**config.mk**
```make
export PLATFORM = sky130hd
export DESIGN_NAME = ivpm_top
export DESIGN_NICKNAME = d
export VERILOG_FILES = /design/src/rtl/ivpm_pkg.sv /design/src/rtl/ivpm_top.sv /design/src/rtl/ivpm_first_set.sv
export SDC_FILE = /design/constraint.sdc
export NUM_CORES = 1
export LEC_CHECK = 0
export BUFFER_PORTS_ARGS = -buffer_cell sky130_fd_sc_hd__buf_2
export CAP_MARGIN = 20
export CORE_MARGIN = 2
export CORE_UTILIZATION = 30
export DETAILED_ROUTE_END_ITERATION = 10
export SKIP_CTS_REPAIR_TIMING = 1
export SYNTH_ARGS = -nofsm -noshare
export SYNTH_HDL_FRONTEND = slang
export SYNTH_SLANG_ARGS = --single-unit
```
**constraint.sdc**
```tcl
create_clock -name pclk -period 1.95 [get_ports pclk]
set_input_delay 0.195 -clock pclk [delete_from_list [all_inputs] [get_ports pclk]]
set_output_delay 0.195 -clock pclk [all_outputs]
set_load 0.01 [all_outputs]
```
**src/rtl/ivpm_pkg.sv**
```systemverilog
// Package of vector numbers, priority bit positions, register map and carrier types
package ivpm_pkg;

	// ****************************************
	// Vector numbers
	// ****************************************
	localparam int VEC_SLOTS      = 64;
	localparam int VEC_NMI        = 7;
	localparam int VEC_PIN0       = 12;
	localparam int VEC_PIN1       = 13;
	localparam int VEC_PIN4       = 16;
	localparam int VEC_PIN5       = 17;
	localparam int VEC_WATCHDOG   = 20;
	localparam int VEC_TIMER_BASE = 24;
	localparam int VEC_TIMER_STEP = 4;
	localparam int VEC_SERIAL_BASE = 52;
	localparam int VEC_SERIAL_STEP = 4;
	localparam int VEC_CONVERTER  = 60;
	localparam int TIMER_CHANNELS = 5;
	localparam int SERIAL_CHANNELS = 2;

	// ****************************************
	// Group priority bit positions
	// ****************************************
	localparam int PRA_PIN0      = 7;
	localparam int PRA_PIN1      = 6;
	localparam int PRA_PIN45     = 4;
	localparam int PRA_WATCHDOG  = 3;
	localparam int PRA_TIMER0    = 2;
	localparam int PRB_TIMER3    = 7;
	localparam int PRB_SERIAL0   = 3;
	localparam int PRB_CONVERTER = 1;

	// ****************************************
	// Register map and reset values
	// ****************************************
	localparam logic [7:0]  OFS_PRIO_A   = 8'h00;
	localparam logic [7:0]  OFS_PRIO_B   = 8'h04;
	localparam logic [7:0]  OFS_STATUS   = 8'h08;
	localparam logic [7:0]  OFS_MASK     = 8'h0C;
	localparam logic [7:0]  OFS_WINNER   = 8'h10;
	localparam logic [7:0]  RST_PRIO     = 8'h00;
	localparam logic [2:0]  RST_EVENTS   = 3'h0;
	localparam int          EVT_NMI      = 0;
	localparam int          EVT_NEW_WIN  = 1;
	localparam int          EVT_ACK      = 2;
	localparam int          EVT_COUNT    = 3;
	localparam int          WIN_LEVEL_BIT = 8;
	localparam int          WIN_VALID_BIT = 9;
	localparam int          WIN_ADDR_LSB = 16;
	localparam int          ADDR_SHIFT_NORMAL = 1;
	localparam int          ADDR_SHIFT_ADVANCED = 2;

	// ****************************************
	// Carrier types
	// ****************************************
	typedef struct packed {
		logic match_capture_a_req;
		logic match_capture_b_req;
		logic overflow_req;
	} ivpm_timer_type;

	typedef struct packed {
		logic receive_error_req;
		logic receive_full_req;
		logic transmit_empty_req;
		logic transmit_end_req;
	} ivpm_serial_type;

	typedef struct packed {
		logic                                    nmi_req;
		logic                                    external_request_pin0;
		logic                                    external_request_pin1;
		logic                                    external_request_pin4;
		logic                                    external_request_pin5;
		logic                                    watchdog_interval_overflow_req;
		ivpm_timer_type  [TIMER_CHANNELS-1:0]    timer;
		ivpm_serial_type [SERIAL_CHANNELS-1:0]   serial;
		logic                                    converter_end_req;
	} ivpm_src_type;

	typedef struct packed {
		logic        valid;
		logic        level;
		logic [7:0]  vector;
		logic [15:0] address;
	} ivpm_win_type;

endpackage

```
**src/rtl/ivpm_top.sv**
```systemverilog
// Interrupt vector and priority arbiter with APB register access
//
// Behaviour
// - Lower vector number wins under default priority
// - NMI vector 7 always top; others via registers
// - Default ordering after reset
// - 16-bit vector address, two or four bytes
// - Watchdog vector 20, register A bit 3
// - Timer 0 vectors 24-26, register A bit 2
// - Timer 1 vectors 28-30, register A bit 1
// - Timer 2 vectors 32-34, register A bit 0
// - Timer 3 vectors 36-38, register B bit 7
// - Timer 4 vectors 40-42, register B bit 6
// - Serial 0 vectors 52-55, register B bit 3
// - Serial 1 vectors 56-59, register B bit 2
// - Pins 0,1,4,5 vectors 12,13,16,17
// - Level 1 group beats all level 0
// - Equal levels resolved by vector order
//
// Added by the designer: the placing of the registers and register access over APB.
`timescale 1ns/100ps
module ivpm_top (
	input  wire logic                  pclk,           // System clock, 50 MHz
	input  wire logic                  presetn,        // Asynchronous reset, active low
	input  wire logic                  psel,           // APB select
	input  wire logic                  penable,        // APB access phase
	input  wire logic                  pwrite,         // APB write
	input  wire logic [7:0]            paddr,          // APB byte address
	input  wire logic [31:0]           pwdata,         // APB write data
	output logic      [31:0]           prdata,         // APB read data
	output logic                       pready,         // APB ready
	output logic                       pslverr,        // APB error on unmapped address
	input  wire ivpm_pkg::ivpm_src_type src,           // Request levels from sources
	input  wire logic                  advanced_mode,  // Four-byte vector entries
	input  wire logic                  cpu_ack,        // CPU took the presented vector
	output ivpm_pkg::ivpm_win_type     win,            // Presented winning request
	output logic                       irq             // Unmasked event pending
);

	localparam int IW = $clog2(ivpm_pkg::VEC_SLOTS);

	// ****************************************
	// Request slots and group levels
	// ****************************************
	logic [ivpm_pkg::VEC_SLOTS-1:0] req_vec;
	logic [ivpm_pkg::VEC_SLOTS-1:0] lvl_vec;
	logic [ivpm_pkg::VEC_SLOTS-1:0] hi_vec;
	logic [7:0]                     prio_a_q;
	logic [7:0]                     prio_a_d;
	logic [7:0]                     prio_b_q;
	logic [7:0]                     prio_b_d;

	always_comb
	begin
		req_vec = '0;
		lvl_vec = '0;
		req_vec[ivpm_pkg::VEC_PIN0] = src.external_request_pin0;
		req_vec[ivpm_pkg::VEC_PIN1] = src.external_request_pin1;
		req_vec[ivpm_pkg::VEC_PIN4] = src.external_request_pin4;
		req_vec[ivpm_pkg::VEC_PIN5] = src.external_request_pin5;
		lvl_vec[ivpm_pkg::VEC_PIN0] = prio_a_q[ivpm_pkg::PRA_PIN0];
		lvl_vec[ivpm_pkg::VEC_PIN1] = prio_a_q[ivpm_pkg::PRA_PIN1];
		lvl_vec[ivpm_pkg::VEC_PIN4] = prio_a_q[ivpm_pkg::PRA_PIN45];
		lvl_vec[ivpm_pkg::VEC_PIN5] = prio_a_q[ivpm_pkg::PRA_PIN45];
		req_vec[ivpm_pkg::VEC_WATCHDOG] = src.watchdog_interval_overflow_req;
		lvl_vec[ivpm_pkg::VEC_WATCHDOG] = prio_a_q[ivpm_pkg::PRA_WATCHDOG];
		for (int c = 0; c < ivpm_pkg::TIMER_CHANNELS; c++)
		begin
			logic lv;
			lv = 1'b0;
			// Channels 0-2 use A bits 2..0, channels 3-4 use B bits 7..6
			if (c < 3)
				lv = prio_a_q[ivpm_pkg::PRA_TIMER0 - c];
			else
				lv = prio_b_q[ivpm_pkg::PRB_TIMER3 + 3 - c];
			req_vec[ivpm_pkg::VEC_TIMER_BASE + ivpm_pkg::VEC_TIMER_STEP*c]     = src.timer[c].match_capture_a_req;
			req_vec[ivpm_pkg::VEC_TIMER_BASE + ivpm_pkg::VEC_TIMER_STEP*c + 1] = src.timer[c].match_capture_b_req;
			req_vec[ivpm_pkg::VEC_TIMER_BASE + ivpm_pkg::VEC_TIMER_STEP*c + 2] = src.timer[c].overflow_req;
			for (int k = 0; k < 3; k++)
				lvl_vec[ivpm_pkg::VEC_TIMER_BASE + ivpm_pkg::VEC_TIMER_STEP*c + k] = lv;
		end
		for (int c = 0; c < ivpm_pkg::SERIAL_CHANNELS; c++)
		begin
			logic lv;
			lv = prio_b_q[ivpm_pkg::PRB_SERIAL0 - c];
			req_vec[ivpm_pkg::VEC_SERIAL_BASE + ivpm_pkg::VEC_SERIAL_STEP*c]     = src.serial[c].receive_error_req;
			req_vec[ivpm_pkg::VEC_SERIAL_BASE + ivpm_pkg::VEC_SERIAL_STEP*c + 1] = src.serial[c].receive_full_req;
			req_vec[ivpm_pkg::VEC_SERIAL_BASE + ivpm_pkg::VEC_SERIAL_STEP*c + 2] = src.serial[c].transmit_empty_req;
			req_vec[ivpm_pkg::VEC_SERIAL_BASE + ivpm_pkg::VEC_SERIAL_STEP*c + 3] = src.serial[c].transmit_end_req;
			for (int k = 0; k < 4; k++)
				lvl_vec[ivpm_pkg::VEC_SERIAL_BASE + ivpm_pkg::VEC_SERIAL_STEP*c + k] = lv;
		end
		req_vec[ivpm_pkg::VEC_CONVERTER] = src.converter_end_req;
		lvl_vec[ivpm_pkg::VEC_CONVERTER] = prio_b_q[ivpm_pkg::PRB_CONVERTER];
	end

	assign hi_vec = req_vec & lvl_vec;

	// ****************************************
	// Arbitration
	// ****************************************
	logic          hi_found;
	logic [IW-1:0] hi_index;
	logic          any_found;
	logic [IW-1:0] any_index;

	ivpm_first_set #(
		.WIDTH (ivpm_pkg::VEC_SLOTS)
	) u_first_hi (
		.req_i   (hi_vec),
		.found_o (hi_found),
		.index_o (hi_index)
	);

	ivpm_first_set #(
		.WIDTH (ivpm_pkg::VEC_SLOTS)
	) u_first_any (
		.req_i   (req_vec),
		.found_o (any_found),
		.index_o (any_index)
	);

	ivpm_pkg::ivpm_win_type win_q;
	ivpm_pkg::ivpm_win_type win_d;

	always_comb
	begin
		logic [7:0] v;
		v = 8'h00;
		win_d = '0;
		if (src.nmi_req)
		begin
			v = 8'(ivpm_pkg::VEC_NMI);
			win_d.level = 1'b1;
		end
		else if (hi_found)
		begin
			v = 8'(hi_index);
			win_d.level = 1'b1;
		end
		else if (any_found)
		begin
			v = 8'(any_index);
		end
		win_d.valid = src.nmi_req | any_found;
		win_d.vector = v;
		if (advanced_mode)
			win_d.address = 16'(v) << ivpm_pkg::ADDR_SHIFT_ADVANCED;
		else
			win_d.address = 16'(v) << ivpm_pkg::ADDR_SHIFT_NORMAL;
	end

	always_ff @(posedge pclk or negedge presetn)
	begin
		if (!presetn)
			win_q <= '0;
		else
			win_q <= win_d;
	end

	assign win = win_q;

	// ****************************************
	// APB registers and event status
	// ****************************************
	logic                          wr_en;
	logic                          rd_en;
	logic [ivpm_pkg::EVT_COUNT-1:0] stat_q;
	logic [ivpm_pkg::EVT_COUNT-1:0] stat_d;
	logic [ivpm_pkg::EVT_COUNT-1:0] mask_q;
	logic [ivpm_pkg::EVT_COUNT-1:0] mask_d;
	logic [ivpm_pkg::EVT_COUNT-1:0] evt;
	logic                          nmi_q;
	logic                          live_q;

	assign wr_en = psel & penable & pwrite;
	assign rd_en = psel & penable & ~pwrite;
	assign pready = 1'b1;

	always_comb
	begin
		evt = '0;
		evt[ivpm_pkg::EVT_NMI] = src.nmi_req & ~nmi_q;
		evt[ivpm_pkg::EVT_NEW_WIN] = win_d.valid & (~win_q.valid | (win_d.vector != win_q.vector));
		evt[ivpm_pkg::EVT_ACK] = cpu_ack;
		prio_a_d = prio_a_q;
		prio_b_d = prio_b_q;
		mask_d = mask_q;
		stat_d = stat_q;
		if (wr_en && paddr == ivpm_pkg::OFS_PRIO_A)
			prio_a_d = pwdata[7:0];
		if (wr_en && paddr == ivpm_pkg::OFS_PRIO_B)
			prio_b_d = pwdata[7:0];
		if (wr_en && paddr == ivpm_pkg::OFS_MASK)
			mask_d = pwdata[ivpm_pkg::EVT_COUNT-1:0];
		if (rd_en && paddr == ivpm_pkg::OFS_STATUS)
			stat_d = '0;
		// A new event in the clearing cycle survives
		stat_d = stat_d | evt;
		prdata = 32'h0000_0000;
		pslverr = 1'b0;
		case (paddr)
			ivpm_pkg::OFS_PRIO_A: prdata[7:0] = prio_a_q;
			ivpm_pkg::OFS_PRIO_B: prdata[7:0] = prio_b_q;
			ivpm_pkg::OFS_STATUS: prdata[ivpm_pkg::EVT_COUNT-1:0] = stat_q;
			ivpm_pkg::OFS_MASK:   prdata[ivpm_pkg::EVT_COUNT-1:0] = mask_q;
			ivpm_pkg::OFS_WINNER:
			begin
				prdata[7:0] = win_q.vector;
				prdata[ivpm_pkg::WIN_LEVEL_BIT] = win_q.level;
				prdata[ivpm_pkg::WIN_VALID_BIT] = win_q.valid;
				prdata[ivpm_pkg::WIN_ADDR_LSB +: 16] = win_q.address;
			end
			default: pslverr = psel & penable;
		endcase
	end

	always_ff @(posedge pclk or negedge presetn)
	begin
		if (!presetn)
		begin
			prio_a_q <= ivpm_pkg::RST_PRIO;
			prio_b_q <= ivpm_pkg::RST_PRIO;
			stat_q <= ivpm_pkg::RST_EVENTS;
			mask_q <= ivpm_pkg::RST_EVENTS;
			nmi_q <= 1'b0;
			live_q <= 1'b0;
		end
		else
		begin
			prio_a_q <= prio_a_d;
			prio_b_q <= prio_b_d;
			stat_q <= stat_d;
			mask_q <= mask_d;
			nmi_q <= src.nmi_req;
			live_q <= 1'b1;
		end
	end

	assign irq = |(stat_q & mask_q);

	function automatic logic [ivpm_pkg::VEC_SLOTS-1:0] below(input logic [7:0] v);
		below = (64'h0000_0000_0000_0001 << v) - 64'h0000_0000_0000_0001;
	endfunction

	function automatic logic listed(input logic [7:0] v);
		listed = (v == 8'd7) || (v == 8'd12) || (v == 8'd13) || (v == 8'd16) || (v == 8'd17)
			|| (v == 8'd20) || (v == 8'd60) || (v >= 8'd52 && v <= 8'd59)
			|| (v >= 8'd24 && v <= 8'd42 && v[1:0] != 2'b11);
	endfunction
endmodule

```
**src/rtl/ivpm_first_set.sv**
```systemverilog
// Finds the lowest set bit of a request vector
`timescale 1ns/100ps
module ivpm_first_set #(
	parameter int WIDTH = 64
) (
	input  wire logic [WIDTH-1:0]         req_i,   // Request bits, bit 0 ranks first
	output logic                          found_o, // Any bit set
	output logic [$clog2(WIDTH)-1:0]      index_o  // Lowest set bit
);

	// Refuse a width that leaves no index bits
	if (WIDTH < 2)
	begin
		$error("ivpm_first_set: WIDTH must be at least 2");
	end

	always_comb
	begin
		found_o = 1'b0;
		index_o = '0;
		for (int i = WIDTH - 1; i >= 0; i--)
		begin
			if (req_i[i])
			begin
				found_o = 1'b1;
				index_o = ($clog2(WIDTH))'(i);
			end
		end
	end

endmodule

```
==> results of run 1 <==
-- cell families after synthesis --
group | Yosys count
XOR/XNOR | 4
AO/OA/AOI/OAI | 90
multiplexers | 27
other | 2
buffers and inverters | 44
flip-flops | 38
AND/OR/NAND/NOR | 116
-- layer usage --
layer	GRT usage	vias up
met5	0	-
met4	0.0666	0
met3	0.0258	14
met2	0.309	121
met1	0.238	1502
li1	-	1532
-- cells in the mapped netlist, types with 3 or more instances --
library cell	instances	area (um2)
a222oi_1	6	60.1
a21oi_1	8	40.0
nand2_1	28	105
a22oi_1	6	45.0
nor4_1	5	31.3
xnor2_1	4	35.0
nor3_1	9	45.0
o31ai_1	4	30.0
nor2b_1	7	43.8
inv_1	11	41.3
o21ai_0	21	105
nand3_1	7	35.0
mux2_2	27	304
and2_1	12	75.1
a221oi_1	3	26.3
a22o_1	4	35.0
nor2_1	22	82.6
o31ai_2	4	50.1
dfrtp_1	38	951
nand4_1	3	18.8
a221o_1	3	30.0
buf_4	27	203
nor3_2	3	30.0
and3_1	3	18.8
clkbuf_1	4	15.0
-- cell usage in the layout, fill, tap and decap left out, types with 6 or more instances in the layout --
cell,synthesis,final
a222oi_1,6,6
nor3_1,9,8
conb_1,2,27
buf_6,0,7
inv_1,11,11
and2_1,12,12
nand3_1,7,7
nor2_1,22,22
buf_2,1,85
clkbuf_8,0,6
nor2b_1,7,6
buf_4,27,92
a21oi_1,8,7
mux2_2,27,25
a22oi_1,6,6
dfrtp_1,38,34
o21ai_0,21,19
nand2_1,28,27
-- layout make-up --
type	count	area, um2
Fill cell	1004	5290
Multi-Input combinational cell	264	1980
Timing Repair Buffer	184	1190
Sequential cell	38	956
Tap cell	133	166
Clock buffer	6	82.6
Inverter	11	41.3
Clock inverter	2	12.5
-- worst max-delay path: cells and delay by family, from the launching register on --
| family | cells | cell delay (ns) |
|---|---|---|
| multiplexers | 1 | 0.28 |
| AO/OA/AOI/OAI | 3 | 0.50 |
| buffers and inverters | 2 | 0.32 |
| flip-flops | 1 | 0.46 |
| AND/OR/NAND/NOR | 2 | 0.50 |
-- power by group through the flow --
stage | logic (uW) | registers [uW] | clock network (uW)
final | 522 | 840 | 571
after global placement | 483 | 856 | 0
after global routing | 568 | 845 | 612
after CTS | 490 | 842 | 585
after detailed placement | 487 | 857 | 0
after floorplan | 221 | 861 | 0
-- final timing paths --
kind,endpoint,startpoint
worst max-delay path,win[2],prio_a_q[0]
worst min-delay path,win[18],presetn
worst max register to register,win[2],prio_a_q[0]
worst min register to register,stat_q[0],nmi_q
max in group asynchronous,prio_a_q[1],presetn
min in group pclk,stat_q[2],cpu_ack
-- state kept, by name (all words and copies together), names as in the netlist --
register	cells
win	15
prio_a_q	8
prio_b_q	8
mask_q	3
stat_q	3
nmi_q	1
-- metrics by stage --
stage / setup TNS, ns / hold WS (ns) / cells / cell area (um2)
2_1_floorplan: -0.451 / -0.101 / 346 / 3120
3_3_place_gp: -4.57 / 0.344 / 623 / 4170
3_5_place_dp: -5.40 / 0.349 / 623 / 4170
4_1_cts: -2.90 / 0.0334 / 631 / 4270
5_1_grt: -2.87 / 0.0667 / 638 / 4440
6_report: -1.58 / 0.00183 / 638 / 4440
==> qor.yml, run 1 <==
tritoncts: "yes"
worst_pin_slew_ns: 0.835
clock_skew_ns: 0.00228
total_power_uw: 1930
grt_max_degree: 39
hold_viol_final: 0
worst_setup_path_start_kind: "flop"
finalCritPeriodShare: 1.12
final_core_util: 0.456
r2r_cells: 8
netSwitchingFraction: 0.305
synth_top_family_by_area: "compound AO/OA/AOI/OAI gates"
rsz0062_at_grt: "true"
finalSetupViolations: 16
internal_power_uw: 1340
drt-total-wl_um: 10000
final-max-slew-violation-count: 0
status: "finished, violations left"
antenna_left: 0
dieArea_mm2: 0.0108
route.met2.wl_um: 4790
cts_max_level: 2
cp.arrival_ns: 2.36
pwr-share-comb: 0.270
grt_pass1_vias: 3144
synth_compound_area_frac: 0.249
async_flop_share: 1.00
num_vias: 3169
place_congestion: 0.922
dpl_worst_slack_ns: -0.411
synth.area.mux_share: 0.102
start_util: 0.307
synth_simple_gate_area_share: 0.228
antennaDiodeCount: 0
grt_pass1_wl_um: 15900
hold_class: "in -> async"
crit_required_ns: 2.13
yosysWarningCount: 0
synth_edf_count: 0
drt_drc_violations_left: 0
wl_met1_um: 4460
timing.final.ws_setup_ns: -0.225
dr.max_layer_used: "met4"
syn-cell-area_mm2: 0.00299
die_w_um: 104
met3_length_um: 570
hpwl_um: 8300
first_pass_iters: 4
first_iter_violations: 124
sequentialPowerShare: 0.435
synthAdderAreaFrac: 0
ys_types: 65
clk_latency_ns: 0.29
rows: 36
fmax_mhz: 460
drt-wirelength-per-cell_um: 15.7
area_growth_pct: 48.3
io_pins: 138
criticalPathCategory: "reg -> reg"
pwr-share-clk: 0.295
syn_avg_cell_area_um2: 9.32
synth-seq-cells: 38
antenna_found_initial: 0
power.density_mw_per_mm2: 436
overflow: 0
ir_worst_vdd_mv: 0.519
cp-end-kind: "flop"
yosysSeqAreaShare: 0.318
synthFlopType: "dfrtp_1"
nets: 581
max_slew_margin: 0.443
port_buffers: 86
cp_cell_sequence: "buf_6, o31ai_4, nand3_4, nor4_4, buf_4, a221oi_2, a311o_1, mux2_2"
clock_sinks: 38
p_leak_uw: 0.00219
die_h_um: 104
synth-xor-area-share: 0.0117
slowest_delay_ns: 0.46
viasPerCell: 4.97
min_period_ns: 2.18
clk_pin_slew_ns: 0.08
root_buffer: "clkbuf_8"
drive_above_1_share: 0.513
critPathSlowestCell: "dfrtp_2"
r2r_slack_ns: -0.23
netlist_instances: 321
core_mm2: 0.00973
worstPathMaxFanout: 4
failed_checks: "negative setup slack"
p_sw_uw: 589
grt_usage: 0.183
clk_path_buf_depth: 2
numCtsBuffers: 5
maxCapViolCount: 0
No activity file was read; power rests on OpenSTA's default activity.
==> run 2: changes to the inputs <==
--- a/config.mk
+++ b/config.mk
@@ -7,6 +7,7 @@
 export LEC_CHECK = 0
 export BUFFER_PORTS_ARGS = -buffer_cell sky130_fd_sc_hd__buf_2
 export CAP_MARGIN = 20
+export CORE_ASPECT_RATIO = 1.2
 export CORE_MARGIN = 2
 export CORE_UTILIZATION = 30
 export DETAILED_ROUTE_END_ITERATION = 10
==> run 2 against run 1 <==
Against the previous run: the flow still finishes with violations (negative setup slack); via count increased by 0.76%; flip-flop and latch count did not move; critical path depth stayed put; critical endpoint is now stat_q[1]; clock power is 58% higher.
==> qor.yml, run 2 (synthesis gave the netlist of run 1 again) <==
hold_class: "in -> async"
final-max-slew-violation-count: 0  # unchanged
fmax_mhz: 467  # +1.6%
crit_required_ns: 2.10  # -0.03 ns
num_vias: 3193  # +0.76%
first_iter_violations: 136  # +9.7%
critPathSlowestCell: "dfrtp_2"
slowest_delay_ns: 0.46  # about the same
tritoncts: "yes"
grt_usage: 0.186  # +0.00271
worst_pin_slew_ns: 0.834  # -0.00122 ns
hold_viol_final: 0  # unchanged
min_period_ns: 2.14  # -0.0338 ns
layout_commonest_cell: "buf_4"
maxCapViolCount: 0  # unchanged
clock_sinks: 38  # unchanged
dp.cells: 609  # -2.2%
rows: 39  # +8.3%
rsz0062_at_grt: "true"
finalSetupViolations: 12  # -4
grt_pass1_vias: 3141  # -0.095%
p_leak_uw: 0.00217  # -0.95%
numCtsBuffers: 5  # unchanged
dieArea_mm2: 0.0108  # about the same
die_h_um: 113  # +9.2%
crit_family: "compound AO/OA/AOI/OAI gates"
failed_checks: "negative setup slack"
fin_cells: 621  # -2.7%
drt-wirelength-per-cell_um: 15.9  # +1.1%
power.density_mw_per_mm2: 510  # +17%
finalCritPeriodShare: 1.10  # -0.0173
total_power_uw: 2260  # +17%
clk_path_buf_depth: 2  # unchanged
nets: 574  # -1.2%
grt_pass1_wl_um: 15600  # -2.1%
multiInputGateArea_mm2: 0.00198  # -0.32%
cp_cell_sequence: "a22o_1, a222oi_1, o21a_1, o21ai_2, a221oi_2, a311o_1, xnor2_1, a31oi_1"
worstPathMaxFanout: 5  # +1
clk_latency_ns: 0.28  # about the same
fillers: 947  # -5.7%
ir_worst_vdd_mv: 0.641  # +23%
clock_skew_ns: 0.00222  # -0.0000685 ns
io_pins: 138  # unchanged
first_pass_iters: 4  # unchanged
max_slew_margin: 0.444  # +0.000815
area_growth_pct: 47.9
path_buf_inv: 0  # -2
grt_max_degree: 39  # unchanged
die_w_um: 95.1  # -8.4%
place_congestion: 0.922  # about the same
drt_drc_violations_left: 0  # unchanged
timing.final.ws_setup_ns: -0.192  # +0.0338 ns
overflow: 0  # unchanged
antenna_left: 0  # unchanged
worst_setup_path_start_kind: "flop"
criticalPathCategory: "reg -> reg"
status: "finished, violations left"
core_mm2: 0.00961  # -1.2%
largest_reg_flops: 15  # unchanged
final_core_util: 0.460  # +0.00409
drt-total-wl_um: 9880  # -1.6%
cts_max_level: 2  # unchanged
root_buffer: "clkbuf_16"
cp-end-kind: "flop"
dpl_worst_slack_ns: -0.432  # -0.0210 ns
seq_area_um2: 953  # -0.26%
port_buffers: 86  # unchanged
most-common-layout-cells: "87 x buf_4, 85 x buf_2, 36 x dfrtp_1"
start_util: 0.311  # +0.00372
hpwl_um: 8190  # -1.3%
antennaDiodeCount: 0  # unchanged
cp.arrival_ns: 2.29  # -0.07 ns
clk_pin_slew_ns: 0.05  # -0.03 ns
antenna_found_initial: 0  # unchanged
drive_above_1_share: 0.500  # -0.0129
viasPerCell: 5.14  # +3.5%
holdWs_ns: 0.0171  # +0.0153 ns
run 2: worst paths after layout:
kind	start	to	slack, ns	depth (start not counted)
max	prio_a_q[1]	stat_q[1]	-0.19	8
min	presetn	win[18]	0.02	1
max reg2reg	prio_a_q[1]	stat_q[1]	-0.19	8
min reg2reg	nmi_q	stat_q[0]	0.43	1
max in group asynchronous	presetn	prio_b_q[3]	1.35	1
min in group pclk	cpu_ack	stat_q[2]	0.11	2
run 2: cell type report:
| type | instances | area share |
|---|---|---|
| clock buffers | 7 | 0.0300 |
| clock inverters | 1 | 0.00679 |
| multi-input cells | 264 | 0.447 |
| repair buffers | 177 | 0.257 |
| inverters | 11 | 0.00934 |
| flip-flops and latches | 38 | 0.216 |
| well taps | 123 | 0.0348 |
run 2: per-layer routing:
layer,track usage,vias to the layer above,share of wire
li1,-,1521,-
met1,0.246,1541,0.43
met2,0.312,122,0.50
met3,0.0258,9,0.061
met4,0.0570,0,0.013
met5,0,-,0
run 2: metrics by stage:
step	TNS, ns	instance area, um2
floorplan	-0.451	3120
global placement	-4.77	4130
detailed placement	-5.55	4130
CTS	-3.17	4290
global route	-2.08	4420
finish	-1.18	4420
run 2: where the power goes:
part | internal (uW) | switching [uW] | leakage [uW]
clock | 604 | 298 | 0.0000781
combinational | 234 | 277 | 0.00162
sequential | 818 | 25.0 | 0.000477
